**config.mk**
```make
export PLATFORM = sky130hd
export DESIGN_NAME = pcg_crc_gen
export DESIGN_NICKNAME = d
export VERILOG_FILES = /design/src/rtl/pcg_pkg.sv /design/src/rtl/pcg_crc_gen.sv
export SDC_FILE = /design/constraint.sdc
export NUM_CORES = 1
export LEC_CHECK = 0
export BUFFER_PORTS_ARGS = -buffer_cell sky130_fd_sc_hd__buf_2
export CAP_MARGIN = 5
export CORE_ASPECT_RATIO = 1.25
export CORE_MARGIN = 3
export CORE_UTILIZATION = 46
export CTS_CLUSTER_DIAMETER = 100
export DETAILED_ROUTE_END_ITERATION = 10
export PLACE_DENSITY = 0.74
export SLEW_MARGIN = 5
export SYNTH_ARGS = -nofsm -noshare
export SYNTH_HDL_FRONTEND = slang
export SYNTH_SLANG_ARGS = --single-unit
```
**constraint.sdc**
```tcl
create_clock -name aclk -period 4.46 [get_ports aclk]
set_input_delay 1.115 -clock aclk [delete_from_list [all_inputs] [get_ports aclk]]
set_output_delay 1.115 -clock aclk [all_outputs]
set_load 0.01 [all_outputs]
```
**src/rtl/pcg_pkg.sv**
```systemverilog
// package of register map, field layout and reset values for the crc generator
package pcg_pkg;
  // register byte addresses
  localparam logic [4:0] OFF_CTRL_ONE = 5'h00;
  localparam logic [4:0] OFF_CTRL_TWO = 5'h04;
  localparam logic [4:0] OFF_TAPS_LOW = 5'h08;
  localparam logic [4:0] OFF_TAPS_HIGH = 5'h0C;
  localparam logic [4:0] OFF_INPUT_LOW = 5'h10;
  localparam logic [4:0] OFF_INPUT_HIGH = 5'h14;
  localparam logic [4:0] OFF_RESULT = 5'h18;
  localparam logic [4:0] OFF_IRQ_STAT = 5'h1C;
  // second page of registers above 0x1C
  localparam logic [5:0] OFF_IRQ_MASK = 6'h20;
  // control one field positions
  localparam int BIT_MODULE_ON = 15;
  localparam int BIT_IDLE_HALT = 13;
  localparam int POS_WORD_COUNT = 8;
  localparam int BIT_FULL = 7;
  localparam int BIT_EMPTY = 6;
  localparam int BIT_IRQ_SEL = 5;
  localparam int BIT_RUN = 4;
  localparam int BIT_LSB_FIRST = 3;
  // control two field positions
  localparam int POS_DATA_WIDTH = 8;
  localparam int POS_POLY_LEN = 0;
  // reset values
  localparam logic [15:0] RST_CTRL_ONE = 16'h0020;
  localparam logic [15:0] RST_CTRL_TWO = 16'h0000;
  localparam logic [15:0] RST_TAPS = 16'h0000;
  // fifo depths
  localparam logic [4:0] DEPTH_WIDE = 5'h08;
  localparam logic [4:0] DEPTH_NARROW = 5'h10;
  localparam logic [4:0] POLY_LEN_NARROW_MAX = 5'h07;
  // interrupt status bits
  localparam int IRQ_BIT_EMPTY = 0;
  localparam int IRQ_BIT_DONE = 1;
  typedef enum logic [1:0] {
    ST_IDLE = 2'b00,
    ST_LOAD = 2'b01,
    ST_SHIFT = 2'b10
  } pcg_state_type;
endpackage

```
**src/rtl/pcg_crc_gen.sv**
```systemverilog
// programmable crc generator with data fifo and axi4-lite register slave
// Overview of operation
// polynomial length is length field plus one
// set tap bit inserts xor at that position
// constant term always applied
// highest term n always included
// data word width is width field plus one
// module off resets engine, fifo, data, result
// idle halt stops operation while system idles
// word count, at most 8 or 16
// full flag when fifo holds maximum words
// empty flag when fifo holds no words
// interrupt on fifo empty or shift done
// run bit starts or stops shift engine
// lsb first select chooses bit order
// low taps bit 0 reads zero
// one bit per clock, result held after
// software writes data only when not full
//
// Decided for this implementation: the AXI4-Lite interface to the registers and the address map.
module pcg_crc_gen (
  // clock and reset
  input wire logic aclk,
  input wire logic aresetn,
  // system idle mode indication
  input wire logic sys_idle,
  // axi4-lite write address
  input wire logic [5:0] s_axi_awaddr,
  input wire logic s_axi_awvalid,
  output logic s_axi_awready,
  // axi4-lite write data
  input wire logic [31:0] s_axi_wdata,
  input wire logic [3:0] s_axi_wstrb,
  input wire logic s_axi_wvalid,
  output logic s_axi_wready,
  // axi4-lite write response
  output logic [1:0] s_axi_bresp,
  output logic s_axi_bvalid,
  input wire logic s_axi_bready,
  // axi4-lite read address
  input wire logic [5:0] s_axi_araddr,
  input wire logic s_axi_arvalid,
  output logic s_axi_arready,
  // axi4-lite read data
  output logic [31:0] s_axi_rdata,
  output logic [1:0] s_axi_rresp,
  output logic s_axi_rvalid,
  input wire logic s_axi_rready,
  // interrupt
  output logic irq
);
  // configuration registers
  logic module_on_r, idle_halt_r, irq_source_sel_r, shifter_run_r, lsb_first_sel_r;
  logic [4:0] data_width_sel_r, poly_length_sel_r;
  logic [15:0] poly_taps_low_r, poly_taps_high_r;
  logic [1:0] irq_stat_r, irq_mask_r;
  // fifo, engine and result
  logic [31:0] fifo_mem [0:15];
  logic [3:0] wr_ptr_r, rd_ptr_r;
  logic [4:0] fifo_word_count_r;
  logic [31:0] input_word_r, shift_word_r, crc_r, result_word_r;
  logic [4:0] bit_cnt_r;
  pcg_pkg::pcg_state_type state_r;
  // bus slave state
  logic aw_hold_r, w_hold_r;
  logic [5:0] aw_addr_r;
  logic [31:0] w_data_r;
  logic [3:0] w_strb_r;

  // derived controls
  logic [4:0] depth_max;
  logic fifo_full_flag, fifo_empty_flag, active, wr_fire, rd_fire, push, pop;
  logic in_lo_wr, in_hi_wr, bad_wr;
  logic [31:0] taps, len_mask, next_crc;
  logic [4:0] n_top;
  logic in_bit, fb;
  logic [15:0] ctrl_one_rd, ctrl_two_rd;
  logic [5:0] ar_word;
  assign depth_max = (poly_length_sel_r > pcg_pkg::POLY_LEN_NARROW_MAX) ?
                     pcg_pkg::DEPTH_WIDE : pcg_pkg::DEPTH_NARROW;
  assign fifo_full_flag = (fifo_word_count_r == depth_max);
  assign fifo_empty_flag = (fifo_word_count_r == 5'h00);
  assign active = module_on_r && !(idle_halt_r && sys_idle);
  assign wr_fire = aw_hold_r && w_hold_r && !s_axi_bvalid;
  assign rd_fire = s_axi_arvalid && s_axi_arready;
  assign in_lo_wr = wr_fire && (aw_addr_r == {1'b0, pcg_pkg::OFF_INPUT_LOW});
  assign in_hi_wr = wr_fire && (aw_addr_r == {1'b0, pcg_pkg::OFF_INPUT_HIGH});
  // a push is lost when the fifo is full
  assign push = in_lo_wr && module_on_r && !fifo_full_flag;
  assign pop = active && shifter_run_r && (state_r == pcg_pkg::ST_IDLE) && !fifo_empty_flag;
  assign bad_wr = wr_fire && (aw_addr_r[5:2] > pcg_pkg::OFF_IRQ_MASK[5:2]);

  // polynomial taps: constant term forced, top term n forced at position n-1 feedback
  assign taps = {poly_taps_high_r, poly_taps_low_r[15:1], 1'b1};
  assign n_top = poly_length_sel_r;
  // generate per-bit mask of the active register length
  genvar gi;
  generate
    for (gi = 0; gi < 32; gi++) begin : g_mask
      assign len_mask[gi] = (5'(gi) <= n_top);
    end
  endgenerate
  // next remainder for one input bit, order chosen by lsb first select
  always_comb begin
    in_bit = lsb_first_sel_r ? shift_word_r[0] : shift_word_r[data_width_sel_r];
    fb = crc_r[n_top] ^ in_bit;
    next_crc = ({crc_r[30:0], 1'b0} ^ (fb ? taps : 32'h0000_0000)) & len_mask;
  end

  // configuration register writes, unaffected by module off
  always_ff @(posedge aclk) begin
    if (!aresetn) begin
      module_on_r <= pcg_pkg::RST_CTRL_ONE[pcg_pkg::BIT_MODULE_ON];
      idle_halt_r <= pcg_pkg::RST_CTRL_ONE[pcg_pkg::BIT_IDLE_HALT];
      irq_source_sel_r <= pcg_pkg::RST_CTRL_ONE[pcg_pkg::BIT_IRQ_SEL];
      lsb_first_sel_r <= pcg_pkg::RST_CTRL_ONE[pcg_pkg::BIT_LSB_FIRST];
      data_width_sel_r <= pcg_pkg::RST_CTRL_TWO[12:8];
      poly_length_sel_r <= pcg_pkg::RST_CTRL_TWO[4:0];
      poly_taps_low_r <= pcg_pkg::RST_TAPS;
      poly_taps_high_r <= pcg_pkg::RST_TAPS;
      irq_mask_r <= 2'h0;
    end else if (wr_fire) begin
      if (aw_addr_r == {1'b0, pcg_pkg::OFF_CTRL_ONE}) begin
        if (w_strb_r[1]) begin
          module_on_r <= w_data_r[pcg_pkg::BIT_MODULE_ON];
          idle_halt_r <= w_data_r[pcg_pkg::BIT_IDLE_HALT];
        end
        if (w_strb_r[0]) begin
          irq_source_sel_r <= w_data_r[pcg_pkg::BIT_IRQ_SEL];
          lsb_first_sel_r <= w_data_r[pcg_pkg::BIT_LSB_FIRST];
        end
      end else if (aw_addr_r == {1'b0, pcg_pkg::OFF_CTRL_TWO}) begin
        if (w_strb_r[1]) data_width_sel_r <= w_data_r[12:8];
        if (w_strb_r[0]) poly_length_sel_r <= w_data_r[4:0];
      end else if (aw_addr_r == {1'b0, pcg_pkg::OFF_TAPS_LOW}) begin
        if (w_strb_r[1]) poly_taps_low_r[15:8] <= w_data_r[15:8];
        if (w_strb_r[0]) poly_taps_low_r[7:0] <= {w_data_r[7:1], 1'b0};
      end else if (aw_addr_r == {1'b0, pcg_pkg::OFF_TAPS_HIGH}) begin
        if (w_strb_r[1]) poly_taps_high_r[15:8] <= w_data_r[15:8];
        if (w_strb_r[0]) poly_taps_high_r[7:0] <= w_data_r[7:0];
      end else if (aw_addr_r == pcg_pkg::OFF_IRQ_MASK) begin
        if (w_strb_r[0]) irq_mask_r <= w_data_r[1:0];
      end
    end
  end

  // run bit: written by software, held clear while module is off
  always_ff @(posedge aclk) begin
    if (!aresetn || !module_on_r) begin
      shifter_run_r <= 1'b0;
    end else if (wr_fire && aw_addr_r == {1'b0, pcg_pkg::OFF_CTRL_ONE} && w_strb_r[0]) begin
      shifter_run_r <= w_data_r[pcg_pkg::BIT_RUN];
    end
  end

  // input data register: low half pushes the assembled word
  always_ff @(posedge aclk) begin
    if (!aresetn || !module_on_r) begin
      input_word_r <= 32'h0000_0000;
    end else if (in_hi_wr) begin
      input_word_r[31:16] <= w_data_r[15:0];
    end else if (in_lo_wr) begin
      input_word_r[15:0] <= w_data_r[15:0];
    end
  end

  // fifo storage
  always_ff @(posedge aclk) begin
    if (push) fifo_mem[wr_ptr_r] <= {input_word_r[31:16], w_data_r[15:0]};
  end

  // fifo pointers and word count
  always_ff @(posedge aclk) begin
    if (!aresetn || !module_on_r) begin
      wr_ptr_r <= 4'h0;
      rd_ptr_r <= 4'h0;
      fifo_word_count_r <= 5'h00;
    end else begin
      if (push) wr_ptr_r <= (5'(wr_ptr_r) + 5'h01 == depth_max) ? 4'h0 : wr_ptr_r + 4'h1;
      if (pop) rd_ptr_r <= (5'(rd_ptr_r) + 5'h01 == depth_max) ? 4'h0 : rd_ptr_r + 4'h1;
      if (push && !pop) fifo_word_count_r <= fifo_word_count_r + 5'h01;
      else if (pop && !push) fifo_word_count_r <= fifo_word_count_r - 5'h01;
    end
  end

  // shift engine: one data bit per clock
  always_ff @(posedge aclk) begin
    if (!aresetn || !module_on_r) begin
      state_r <= pcg_pkg::ST_IDLE;
      shift_word_r <= 32'h0000_0000;
      bit_cnt_r <= 5'h00;
      crc_r <= 32'h0000_0000;
      result_word_r <= 32'h0000_0000;
    end else if (active) begin
      case (state_r)
        pcg_pkg::ST_IDLE: begin
          if (pop) begin
            shift_word_r <= fifo_mem[rd_ptr_r];
            bit_cnt_r <= data_width_sel_r;
            state_r <= pcg_pkg::ST_SHIFT;
          end
        end
        pcg_pkg::ST_SHIFT: begin
          if (!shifter_run_r) begin
            state_r <= pcg_pkg::ST_IDLE;
          end else begin
            crc_r <= next_crc;
            shift_word_r <= lsb_first_sel_r ? {1'b0, shift_word_r[31:1]} :
                            {shift_word_r[30:0], 1'b0};
            bit_cnt_r <= bit_cnt_r - 5'h01;
            if (bit_cnt_r == 5'h00) begin
              result_word_r <= next_crc;
              state_r <= pcg_pkg::ST_IDLE;
            end
          end
        end
        default: state_r <= pcg_pkg::ST_IDLE;
      endcase
    end
  end

  // in msb-first mode the first bit is the word's bit at the data width: no realign on load
  // note: msb path reads shift_word_r[width], shifting left keeps next bit there

  // interrupt status: sticky, write one to clear, set wins
  logic ev_empty, ev_done;
  assign ev_empty = pop && fifo_word_count_r == 5'h01 && !push;
  assign ev_done = active && state_r == pcg_pkg::ST_SHIFT && shifter_run_r &&
                   bit_cnt_r == 5'h00 && fifo_empty_flag;
  always_ff @(posedge aclk) begin
    if (!aresetn || !module_on_r) begin
      irq_stat_r <= 2'h0;
    end else begin
      for (int i = 0; i < 2; i++) begin
        if (wr_fire && aw_addr_r == {1'b0, pcg_pkg::OFF_IRQ_STAT} && w_strb_r[0] && w_data_r[i])
          irq_stat_r[i] <= 1'b0;
      end
      if (ev_empty && irq_source_sel_r) irq_stat_r[pcg_pkg::IRQ_BIT_EMPTY] <= 1'b1;
      if (ev_done && !irq_source_sel_r) irq_stat_r[pcg_pkg::IRQ_BIT_DONE] <= 1'b1;
    end
  end
  always_ff @(posedge aclk) begin
    if (!aresetn) irq <= 1'b0;
    else irq <= |(irq_stat_r & irq_mask_r);
  end

  // axi write channels: capture address and data in either order
  always_ff @(posedge aclk) begin
    if (!aresetn) begin
      aw_hold_r <= 1'b0;
      w_hold_r <= 1'b0;
      aw_addr_r <= 6'h00;
      w_data_r <= 32'h0000_0000;
      w_strb_r <= 4'h0;
      s_axi_awready <= 1'b0;
      s_axi_wready <= 1'b0;
      s_axi_bvalid <= 1'b0;
      s_axi_bresp <= 2'b00;
    end else begin
      s_axi_awready <= !aw_hold_r && !s_axi_awready && !s_axi_bvalid;
      s_axi_wready <= !w_hold_r && !s_axi_wready && !s_axi_bvalid;
      if (s_axi_awvalid && s_axi_awready) begin
        aw_hold_r <= 1'b1;
        aw_addr_r <= {s_axi_awaddr[5:2], 2'b00};
        s_axi_awready <= 1'b0;
      end
      if (s_axi_wvalid && s_axi_wready) begin
        w_hold_r <= 1'b1;
        w_data_r <= s_axi_wdata;
        w_strb_r <= s_axi_wstrb;
        s_axi_wready <= 1'b0;
      end
      if (wr_fire) begin
        aw_hold_r <= 1'b0;
        w_hold_r <= 1'b0;
        s_axi_bvalid <= 1'b1;
        s_axi_bresp <= bad_wr ? 2'b10 : 2'b00;
      end else if (s_axi_bvalid && s_axi_bready) begin
        s_axi_bvalid <= 1'b0;
      end
    end
  end

  // read view of control registers
  assign ctrl_one_rd = {module_on_r, 1'b0, idle_halt_r, fifo_word_count_r, fifo_full_flag,
                        fifo_empty_flag, irq_source_sel_r, shifter_run_r, lsb_first_sel_r, 3'b000};
  assign ctrl_two_rd = {3'b000, data_width_sel_r, 3'b000, poly_length_sel_r};
  // word-aligned read address, byte lanes ignored for every register
  assign ar_word = {s_axi_araddr[5:2], 2'b00};

  // axi read channel with address decode
  always_ff @(posedge aclk) begin
    if (!aresetn) begin
      s_axi_arready <= 1'b0;
      s_axi_rvalid <= 1'b0;
      s_axi_rdata <= 32'h0000_0000;
      s_axi_rresp <= 2'b00;
    end else begin
      s_axi_arready <= !s_axi_arready && !s_axi_rvalid && s_axi_arvalid;
      if (rd_fire) begin
        s_axi_rvalid <= 1'b1;
        s_axi_rresp <= 2'b00;
        if (ar_word == {1'b0, pcg_pkg::OFF_CTRL_ONE})
          s_axi_rdata <= {16'h0000, ctrl_one_rd};
        else if (ar_word == {1'b0, pcg_pkg::OFF_CTRL_TWO})
          s_axi_rdata <= {16'h0000, ctrl_two_rd};
        else if (ar_word == {1'b0, pcg_pkg::OFF_TAPS_LOW})
          s_axi_rdata <= {16'h0000, poly_taps_low_r[15:1], 1'b0};
        else if (ar_word == {1'b0, pcg_pkg::OFF_TAPS_HIGH})
          s_axi_rdata <= {16'h0000, poly_taps_high_r};
        else if (ar_word == {1'b0, pcg_pkg::OFF_INPUT_LOW})
          s_axi_rdata <= {16'h0000, input_word_r[15:0]};
        else if (ar_word == {1'b0, pcg_pkg::OFF_INPUT_HIGH})
          s_axi_rdata <= {16'h0000, input_word_r[31:16]};
        else if (ar_word == {1'b0, pcg_pkg::OFF_RESULT})
          s_axi_rdata <= result_word_r;
        else if (ar_word == {1'b0, pcg_pkg::OFF_IRQ_STAT})
          s_axi_rdata <= {30'h0000_0000, irq_stat_r};
        else if (ar_word == pcg_pkg::OFF_IRQ_MASK)
          s_axi_rdata <= {30'h0000_0000, irq_mask_r};
        else begin
          s_axi_rdata <= 32'h0000_0000;
          s_axi_rresp <= 2'b10;
        end
      end else if (s_axi_rvalid && s_axi_rready) begin
        s_axi_rvalid <= 1'b0;
      end
    end
  end
endmodule

```
==> flow_metrics.tcl, run 1 <==
set metrics [dict create \
    cts_inserted_buffers 77 \
    synth.ff_latch_count 777 \
    cts_hold_buffers 0 \
    yosysWarningCount 0 \
    period_minus_slack_ns 3.70 \
    synthMostInstantiatedCell "sky130_fd_sc_hd__edfxtp_1" \
    wl_per_cell_um 26.0 \
    clockRootBuffer "sky130_fd_sc_hd__clkbuf_16" \
    yosys_most_used_dff "sky130_fd_sc_hd__edfxtp_1" \
    synth_cell_types 57 \
    global_route.usage.total_pct 22.9 \
    syn_inst 2170 \
    avgSynthCellArea_um2 14.6 \
    gpl.final_weighted_congestion 0.919 \
    global_route_wire_length_before_repair_um 123000 \
    detail_route.drc_violations 0 \
    dpl_cell_area_um2 33400 \
    numPortBuffers 73 \
    synth_area_leaders "sky130_fd_sc_hd__edfxtp_1 49%, sky130_fd_sc_hd__dfxtp_1 17%, sky130_fd_sc_hd__mux4_2 13%, sky130_fd_sc_hd__nand2_1 3.6%, sky130_fd_sc_hd__mux2i_1 2.9%" \
    drv_cap 0 \
    power_leakage_nw 12.1 \
    grt_max_degree 110 \
    postCtsResizedCells 0 \
    power.sequential.fraction_pct 53.0 \
    fp.dieArea_um2 72100 \
    die-width_um 241 \
    ctsLongestPathBuffers 3 \
    synth.cells.most_frequent "512 x sky130_fd_sc_hd__edfxtp_1, 303 x sky130_fd_sc_hd__nand2_1, 265 x sky130_fd_sc_hd__dfxtp_1" \
    worst_slew_margin_rel_pct 29.1 \
    synth_top_cell_by_area "sky130_fd_sc_hd__edfxtp_1" \
    number_of_cells_on_the_worst_reg_to_reg_path 10 \
    area_growth_syn_to_layout_pct 13.7 \
    required_ns 4.97 \
    top_level_ports 98 \
    total_power_mw 14.5 \
    hold_path_class "reg2reg" \
    sw_frac_of_total_pct 20.3 \
    net-switching-power_mw 2.95 \
    finalMaxSlewViolations 0 \
    dpl.hpwl_um 48600 \
    timing.setup.critical_path_class "reg2reg" \
    transition_time_at_the_pin_with_the_least_slew_margin_ns 1.06 \
    clockPowerShare_pct 45.9 \
    setup_violations 0 \
    drt_pass1_iterations 7 \
    cell_depth_of_the_worst_min_delay_path 2 \
    row_count 107 \
    clock_skew_ns 0.0288 \
    fp.coreArea_um2 68100 \
    clock_h_tree_levels 3 \
    worst_skew_pair.late_latency_ns 0.63 \
    n_antenna_cell 0 \
    final_layout_size_suffix_gt1_share_pct 20.4 \
    antenna_found_initial 3 \
    timing.final.hold_violations 0 \
    vias 19500 \
    overflow 0 \
    nature_of_the_critical_path_endpoint "register" \
    floorplan.die.height_um 299 \
    clock_pin_slew_worst_setup_and_hold_paths_ns 0.06 \
    stdcell_area_um2 36100 \
    postCtsSetupRepairBufs 0 \
    power_per_cell_area_nw_per_um2 403 \
    drt_iter0_markers 1966 \
    layout.nets 2304 \
    p_int_mw 11.6 \
    status "finished, final reports clean" \
    crit_fanout 19 \
    synth_edf_count 512 \
    timing.fmax_ghz 0.270 \
    cts.sink_count 777 \
    finalWirelength_um 82300 \
    min_period_over_period_pct 83.0 \
    peak_ir_drop_on_the_vdd_network_mv 0.317 \
    setup.worst_path.start_class "register" \
    synth.cell_area_um2 31700 \
    final.setup.tns_ns 0 \
    yosysTopAreaCellShare_pct 48.5 \
    yosysSeqAreaShare_pct 65.2 \
    synth_async_sr_flop_share_pct 0 \
    fillers 5297 \
    grt_pass1_vias 19800 \
    initial_core_util_pct 46.5 \
    grt_setup_unrepaired "no" \
    critical_path_arrival_ns 4.21 \
    pwr-share-comb_pct 1.1 \
    vias_per_cell 6.15 \
    tritoncts "built" \
    number_of_routed_nets_with_antenna_violations 0 \
    layout.core_utilization_pct 52.9 \
]
## power by group through the flow
| stage | Combinational, mW | Sequential [mW] | Clock (mW) |
|---|---|---|---|
| 3_3_place_gp | 0.152 | 7.85 | 0 |
| 2_1_floorplan | 0.0918 | 7.83 | 0 |
| 5_1_grt | 0.170 | 7.70 | 7.07 |
| 4_1_cts | 0.156 | 7.70 | 6.78 |
| 6_report | 0.159 | 7.70 | 6.68 |
| 3_5_place_dp | 0.156 | 7.85 | 0 |
## through the flow
step / std cells / setup WS (ns) / hold slack [ns]
floorplan: 2171 / 0.821 / 0.420
global placement: 3029 / 0.910 / 0.436
detailed placement: 3029 / 0.841 / 0.443
CTS: 3172 / 0.807 / 0.454
global route: 3172 / 0.592 / 0.477
finish: 3172 / 0.758 / 0.452
## kinds of logic after synthesis
group | synth area share (%)
flip-flops | 65.2
AND/OR/NAND/NOR | 8.03
AO/OA/AOI/OAI | 7.33
multiplexers | 15.8
buffers and inverters | 2.01
XOR/XNOR | 1.10
adder cells (fa/ha/maj) | 0.474
other | 0.0118
## critical path: stages (launching register included)
cell,delay (ns)
sky130_fd_sc_hd__dfxtp_1,0.63
sky130_fd_sc_hd__mux4_2,0.56
sky130_fd_sc_hd__nand2b_1,0.16
sky130_fd_sc_hd__nand4b_1,0.11
sky130_fd_sc_hd__o211ai_1,0.09
sky130_fd_sc_hd__o22a_1,0.27
sky130_fd_sc_hd__xnor2_2,0.77
sky130_fd_sc_hd__buf_4,0.38
sky130_fd_sc_hd__nand2_1,0.11
sky130_fd_sc_hd__xor2_1,0.17
sky130_fd_sc_hd__o41ai_1,0.35
## final timing paths
kind | startpoint | to | slack, ns
setup / recovery | data_width_sel_r[0]$_SDFFE_PN0P_ | crc_r[15]$_SDFFE_PP0P_ | 0.76
hold / removal | input_word_r[13]$_SDFFE_PP0P_ | input_word_r[13]$_SDFFE_PP0P_ | 0.45
setup reg to reg | data_width_sel_r[0]$_SDFFE_PN0P_ | crc_r[15]$_SDFFE_PP0P_ | 0.76
hold reg to reg | input_word_r[13]$_SDFFE_PP0P_ | input_word_r[13]$_SDFFE_PP0P_ | 0.45
## cells in the final DEF (no fill, tap or decap), types with 16 or more instances in the layout
cell type	synthesis	routed
sky130_fd_sc_hd__dfxtp_1	265	259
sky130_fd_sc_hd__a21boi_0	39	39
sky130_fd_sc_hd__clkinv_1	1	16
sky130_fd_sc_hd__a22oi_1	25	25
sky130_fd_sc_hd__nor3_1	20	16
sky130_fd_sc_hd__a21oi_1	105	105
sky130_fd_sc_hd__buf_4	4	40
sky130_fd_sc_hd__edfxtp_1	512	512
sky130_fd_sc_hd__clkbuf_16	0	78
sky130_fd_sc_hd__o211ai_1	36	36
sky130_fd_sc_hd__xor2_1	17	17
sky130_fd_sc_hd__nor2_1	79	65
sky130_fd_sc_hd__nor2b_1	58	58
sky130_fd_sc_hd__nand2_1	303	302
sky130_fd_sc_hd__buf_2	6	73
sky130_fd_sc_hd__nand3_1	34	34
sky130_fd_sc_hd__buf_12	0	20
sky130_fd_sc_hd__o21ai_0	32	32
sky130_fd_sc_hd__mux2i_1	91	91
sky130_fd_sc_hd__mux4_2	178	178
sky130_fd_sc_hd__xnor2_1	21	21
sky130_fd_sc_hd__a32o_1	34	34
## sequential cells by signal, indices dropped and copies added, names as in the netlist, 5 cells and up, named ones only
signal and cells:
fifo_mem 512, crc_r 32, input_word_r 32, result_word_r 32, s_axi_rdata 32, shift_word_r 32, poly_taps_high_r 16, w_data_r 16
poly_taps_low_r 15, bit_cnt_r 5, data_width_sel_r 5, fifo_word_count_r 5, n_top 5
## metal layers
layer / up-vias / share of wire, % / GRT usage [%]
met4: 0 / 5.4 / 11.5
li1: 8446 / - / -
met5: - / 0 / 0
met2: 1023 / 51 / 39.5
met3: 257 / 7.8 / 3.40
met1: 9789 / 36 / 28.1
## area by class of cell
type / instances / area (um2) / area share, %
tap: 872 / 1090 / 3.03
timing repair buffer: 133 / 1070 / 2.96
clock inverter: 50 / 571 / 1.58
clock buffer: 93 / 2050 / 5.68
sequential: 777 / 20700 / 57.4
multi-input combinational: 1232 / 10500 / 29.2
inverter: 15 / 56.3 / 0.156
Power figures use the tool's default switching activity.
==> inputs of run 2 (changes only) <==
==> constraint.sdc (replaced) <==
create_clock -name aclk -period 3.3 [get_ports aclk]
set_input_delay 0.825 -clock aclk [delete_from_list [all_inputs] [get_ports aclk]]
set_output_delay 0.825 -clock aclk [all_outputs]
set_load 0.01 [all_outputs]
==> run 2 against run 1 <==
  * Clock power increased by 25%
  * Utilization grew 0.12 points
  * Cell area is 0.22% higher
  * Final cell count grew 1.0%
  * Clock skew rose by 0.022 ns
  * Hold slack worse by 0.0093 ns
  * Critical path depth fell by 2
  * Flip-flop and latch count unchanged
  * Die area stayed put
==> flow_metrics.tcl, run 2 (synthesis gave the netlist of run 1 again) <==
set metrics [dict create \
    drv_cap 0 \
    layout.nets 2340 \
    period_minus_slack_ns 3.07 \
    drt_iter0_markers 2167 \
    die-width_um 241 \
    hold_path_class "in2reg" \
    cts.sink_count 777 \
    crit_chain "mux4_2 -> mux4_2 -> o21ai_2 -> xnor2_4 -> buf_4 -> nand2_1 -> xnor2_1 -> a32o_1" \
    timing.final.hold_violations 0 \
    fp.dieArea_um2 72100 \
    min_period_over_period_pct 93.1 \
    multi_input_comb_area_um2 10500 \
    n_antenna_cell 0 \
    finalMaxSlewViolations 0 \
    reg2reg_from "n_top[3]$_SDFFE_PN0P_" \
    top_level_ports 98 \
    clockRootBuffer "sky130_fd_sc_hd__clkbuf_16" \
    most-common-layout-cells "512 x sky130_fd_sc_hd__edfxtp_1, 302 x sky130_fd_sc_hd__nand2_1, 259 x sky130_fd_sc_hd__dfxtp_1, 178 x sky130_fd_sc_hd__mux4_2, 105 x sky130_fd_sc_hd__a21oi_1" \
    r2r_slack_ns 0.23 \
    vias 19400 \
    fp.coreArea_um2 68100 \
    drt_pass1_iterations 8 \
    cell_depth_of_the_worst_min_delay_path 3 \
    ctsLongestPathBuffers 3 \
    worst_skew_pair.late_latency_ns 0.63 \
    power_leakage_nw 12.2 \
    setup.worst_path.start_class "register" \
    transition_time_at_the_pin_with_the_least_slew_margin_ns 1.14 \
    critical_path_arrival_ns 3.56 \
    area_growth_syn_to_layout_pct 14.0 \
    regToRegEndpoint "crc_r[26]$_SDFFE_PP0P_" \
    critical_path_cell_count 8 \
    final.setup.tns_ns 0 \
    overflow 0 \
    crit_fanout 15 \
    cts_hold_buffers 0 \
    area.sequential_um2 20700 \
    fillers 5318 \
    clock_skew_ns 0.0507 \
    largest_register_ff_count 512 \
    nature_of_the_critical_path_endpoint "register" \
    global_route_wire_length_before_repair_um 123000 \
    grt_max_degree 84 \
    critical_path.slowest_cell "sky130_fd_sc_hd__dfxtp_1" \
    setup_violations 0 \
    number_of_routed_nets_with_antenna_violations 0 \
    crit_path_max_incr_delay_ns 0.72 \
    layout.core_utilization_pct 53.0 \
    status "finished, final reports clean" \
    postCtsSetupRepairBufs 0 \
    cts_inserted_buffers 73 \
    clock_pin_slew_worst_setup_and_hold_paths_ns 0.07 \
    dpl.hpwl_um 52500 \
    number_of_cells_on_the_worst_reg_to_reg_path 8 \
    path_buf_inv 1 \
    global_route.usage.total_pct 22.8 \
    numPortBuffers 73 \
    tritoncts "built" \
    initial_core_util_pct 46.5 \
    antenna_found_initial 0 \
    timing.setup.critical_path_class "reg2reg" \
    timing.fmax_ghz 0.326 \
    floorplan.die.height_um 299 \
    grt_setup_unrepaired "no" \
    worst_slew_margin_rel_pct 23.9 \
    gpl.final_weighted_congestion 0.920 \
    finalWirelength_um 82100 \
    required_ns 3.78 \
    clock_h_tree_levels 3 \
    peak_ir_drop_on_the_vdd_network_mv 0.528 \
    wl_per_cell_um 25.6 \
    vias_per_cell 6.06 \
    power_per_cell_area_nw_per_um2 526 \
    postCtsResizedCells 0 \
    total_power_mw 19.0 \
    worstHoldEndpoint "w_data_r[0]$_SDFFE_PN0P_" \
    holdCritStartpoint "s_axi_wdata[0]" \
    critical-path-top-delay-family "multiplexers" \
    crit_top_cell "sky130_fd_sc_hd__mux4_2" \
    final_common_cell "sky130_fd_sc_hd__edfxtp_1" \
    detail_route.drc_violations 0 \
    grt_pass1_vias 19800 \
    row_count 107 \
    registers.top_by_ff_count "fifo_mem" \
    final_layout_size_suffix_gt1_share_pct 21.6 \
]
==> run 2: worst register-to-register path, cell delays in order, from the launching register on <==
cell and delay (ns):
sky130_fd_sc_hd__dfxtp_1 0.72, sky130_fd_sc_hd__mux4_2 0.43, sky130_fd_sc_hd__mux4_2 0.49, sky130_fd_sc_hd__o21ai_2 0.25
sky130_fd_sc_hd__xnor2_4 0.25, sky130_fd_sc_hd__buf_4 0.26, sky130_fd_sc_hd__nand2_1 0.09, sky130_fd_sc_hd__xnor2_1 0.16
sky130_fd_sc_hd__a32o_1 0.27
==> run 2: per-stage QoR <==
step	hold WS, ns	setup WS, ns	instance area, um2	std cells
5_1_grt	0.456	0.0660	36100	3204
3_5_place_dp	0.447	0.101	33700	3069
2_1_floorplan	0.420	-0.339	31700	2171
4_1_cts	0.422	0.0536	36100	3204
6_report	0.443	0.228	36100	3204
3_3_place_gp	0.430	0.186	33700	3069
==> run 2: layout make-up <==
class                      instances  area share [%]
clock inverter                    46            1.30
multi-input combinational       1232            29.2
clock buffer                      89            5.34
sequential                       777            57.3
inverter                          15           0.156
tap                              872            3.02
timing repair buffer             173            3.75
==> run 2: routing by layer <==
| metal | vias up | routed length (um) | track usage (%) |
|---|---|---|---|
| li1 | 8513 | - | - |
| met1 | 9851 | 29700 | 27.3 |
| met2 | 855 | 42700 | 40.2 |
| met3 | 211 | 5820 | 3.81 |
| met4 | 0 | 3920 | 10.4 |
| met5 | - | 0 | 0 |
==> run 2: worst max path at each step <==
stage / startpoint / to / slack, ns
6_report: n_top[3]$_SDFFE_PN0P_ / crc_r[26]$_SDFFE_PP0P_ / 0.23
5_1_grt: n_top[3]$_SDFFE_PN0P_ / result_word_r[9]$_SDFFE_PP0P_ / 0.07
4_1_cts: s_axi_bvalid$_SDFFE_PN0P_ / fifo_mem[15][22]$_DFFE_PP_ / 0.05
3_5_place_dp: s_axi_bvalid$_SDFFE_PN0P_ / fifo_mem[15][30]$_DFFE_PP_ / 0.10
3_3_place_gp: s_axi_bvalid$_SDFFE_PN0P_ / fifo_mem[15][6]$_DFFE_PP_ / 0.19
2_1_floorplan: s_axi_bvalid$_SDFFE_PN0P_ / fifo_mem[7][0]$_DFFE_PP_ / -0.34
==> run 2: power by group <==
group | total [mW] | internal (mW) | switching, mW
registers | 10.4 | 10.3 | 0.0855
logic | 0.215 | 0.0854 | 0.130
clock network | 8.38 | 4.70 | 3.68
total | 19.0 | 15.1 | 3.89
==> inputs of run 3 (changes only) <==
--- a/config.mk
+++ b/config.mk
@@ -8,7 +8,6 @@
 export BUFFER_PORTS_ARGS = -buffer_cell sky130_fd_sc_hd__buf_2
 export CAP_MARGIN = 5
 export CORE_ASPECT_RATIO = 1.25
-export CORE_MARGIN = 3
 export CORE_UTILIZATION = 46
 export CTS_CLUSTER_DIAMETER = 100
 export DETAILED_ROUTE_END_ITERATION = 10
==> run 3 against run 2 <==
  * Non-clock buffer count shrank 7
  * Via count is 0.47% lower
  * Maximum frequency up 1.8%
  * Largest power group unchanged
==> flow_metrics.tcl, run 3 (synthesis gave the netlist of run 1 again) <==
set metrics [dict create \
    status "finished, final reports clean" \
    layout.nets 2334 \
    transition_time_at_the_pin_with_the_least_slew_margin_ns 1.13 \
    number_of_cells_on_the_worst_reg_to_reg_path 7 \
    timing.fmax_ghz 0.331 \
    gpl.final_weighted_congestion 0.937 \
    p_int_mw 15.4 \
    grt_pass1_vias 19900 \
    critical_path_arrival_ns 3.33 \
    dp_slack_ns 0.317 \
    finalMaxSlewViolations 0 \
    fp.coreArea_um2 68100 \
    setup_violations 0 \
    drv_cap 0 \
    hold_path_class "in2reg" \
    postCtsSetupRepairBufs 0 \
    final_common_cell "sky130_fd_sc_hd__edfxtp_1" \
    worst_skew_pair.late_latency_ns 0.64 \
    area.sequential_um2 20700 \
    layout.core_utilization_pct 53.2 \
    ctsLongestPathBuffers 3 \
    top_level_ports 98 \
    required_ns 3.61 \
    n_antenna_cell 0 \
    period_minus_slack_ns 3.02 \
    most-common-layout-cells "512 x sky130_fd_sc_hd__edfxtp_1, 302 x sky130_fd_sc_hd__nand2_1, 259 x sky130_fd_sc_hd__dfxtp_1, 178 x sky130_fd_sc_hd__mux4_2, 105 x sky130_fd_sc_hd__a21oi_1" \
    grt_setup_unrepaired "no" \
    detail_route.drc_violations 0 \
    crit_path_max_incr_delay_ns 0.55 \
    wl_per_cell_um 25.3 \
    cts.sink_count 777 \
    fillers 5322 \
    grt_max_degree 89 \
    clockPowerShare_pct 45.3 \
    power_per_cell_area_nw_per_um2 535 \
    crit_fanout 23 \
    largest_register_ff_count 512 \
    cts_inserted_buffers 74 \
    vias_per_cell 6.04 \
    row_count 107 \
    timing.final.hold_violations 0 \
    finalWirelength_um 80900 \
    cts_hold_buffers 0 \
    critical_path_cell_count 7 \
    peak_ir_drop_on_the_vdd_network_mv 0.345 \
    numPortBuffers 73 \
    net-switching-power_mw 4.01 \
    postCtsResizedCells 0 \
    min_period_over_period_pct 91.5 \
    final_layout_size_suffix_gt1_share_pct 21.2 \
    nature_of_the_critical_path_endpoint "register" \
    pwr-share-comb_pct 1.1 \
    power_leakage_nw 12.2 \
    critical_path.slowest_cell "sky130_fd_sc_hd__and3_1" \
    timing.setup.critical_path_class "reg2reg" \
    drt_pass1_iterations 5 \
    multi_input_comb_area_um2 10500 \
    vias 19300 \
    fp.dieArea_um2 70000 \
    final.setup.tns_ns 0 \
    floorplan.die.height_um 295 \
    clock_h_tree_levels 3 \
    overflow 0 \
    clock_skew_ns 0.0404 \
    clock_pin_slew_worst_setup_and_hold_paths_ns 0.06 \
    global_route.usage.total_pct 23.4 \
    global_route_wire_length_before_repair_um 122000 \
    antenna_found_initial 1 \
    power.sequential.fraction_pct 53.6 \
    area_growth_syn_to_layout_pct 14.3 \
    cell_depth_of_the_worst_min_delay_path 3 \
    dpl.hpwl_um 51500 \
    tritoncts "built" \
    sw_frac_of_total_pct 20.7 \
    worst_slack_ns 0.282 \
    crit_chain "nand3b_1 -> nor3b_1 -> and2_1 -> and3_1 -> nand2_1 -> nor3_4 -> buf_12" \
    clockRootBuffer "sky130_fd_sc_hd__clkbuf_16" \
    initial_core_util_pct 46.5 \
    setup.worst_path.start_class "register" \
    registers.top_by_ff_count "fifo_mem" \
    die-width_um 237 \
    number_of_routed_nets_with_antenna_violations 0 \
    critical-path-top-delay-family "simple AND/OR/NAND/NOR gates" \
    worst_slew_margin_rel_pct 24.3 \
    path_buf_inv 1 \
    drt_iter0_markers 1902 \
]
[run 3: power groups by stage]
stage	clock (mW)	sequential [mW]	combinational [mW]
after detailed placement	0	10.6	0.208
final	8.78	10.4	0.210
after global placement	0	10.6	0.203
after global routing	9.25	10.4	0.227
after floorplan	0	10.6	0.124
after CTS	8.89	10.4	0.208
[run 3: per-layer routing]
layer	wire (um)	vias to the layer above	GRT usage, %
met5	0	-	0
met4	4290	0	13.1
met3	5330	208	3.56
met2	41600	888	41.1
met1	29700	9743	27.4
li1	-	8499	-
[run 3: worst register-to-register path: cells and delay by family (launching register included)]
kind / cells / cell delay, ns
simple gates: 6 / 2.10
buf+inv: 1 / 0.24
flops: 1 / 0.33
[run 3: path summary, 6_finish.rpt]
path | slack, ns | from | to
setup / recovery | 0.28 | s_axi_bvalid$_SDFFE_PN0P_ | fifo_mem[3][9]$_DFFE_PP_
hold / removal | 0.45 | s_axi_wdata[7] | w_data_r[7]$_SDFFE_PN0P_
setup reg to reg | 0.28 | s_axi_bvalid$_SDFFE_PN0P_ | fifo_mem[3][9]$_DFFE_PP_
hold reg to reg | 0.46 | input_word_r[15]$_SDFFE_PP0P_ | input_word_r[15]$_SDFFE_PP0P_
[run 3: stage by stage]
stage / power, mW / instance area, um2 / hold WS, ns / instances
2_1_floorplan: 10.7 / 31700 / 0.420 / 2171
3_3_place_gp: 10.8 / 33700 / 0.433 / 3062
3_5_place_dp: 10.8 / 33700 / 0.447 / 3062
4_1_cts: 19.5 / 36200 / 0.418 / 3200
5_1_grt: 19.9 / 36200 / 0.451 / 3200
6_report: 19.4 / 36200 / 0.447 / 3200
[run 3: area by class of cell]
cell class | count | area share (%)
Sequential cell | 777 | 57.1
Multi-Input combinational cell | 1232 | 29.1
Clock buffer | 96 | 5.50
Timing Repair Buffer | 166 | 3.66
Tap cell | 872 | 3.01
Clock inverter | 42 | 1.48
Inverter | 15 | 0.155
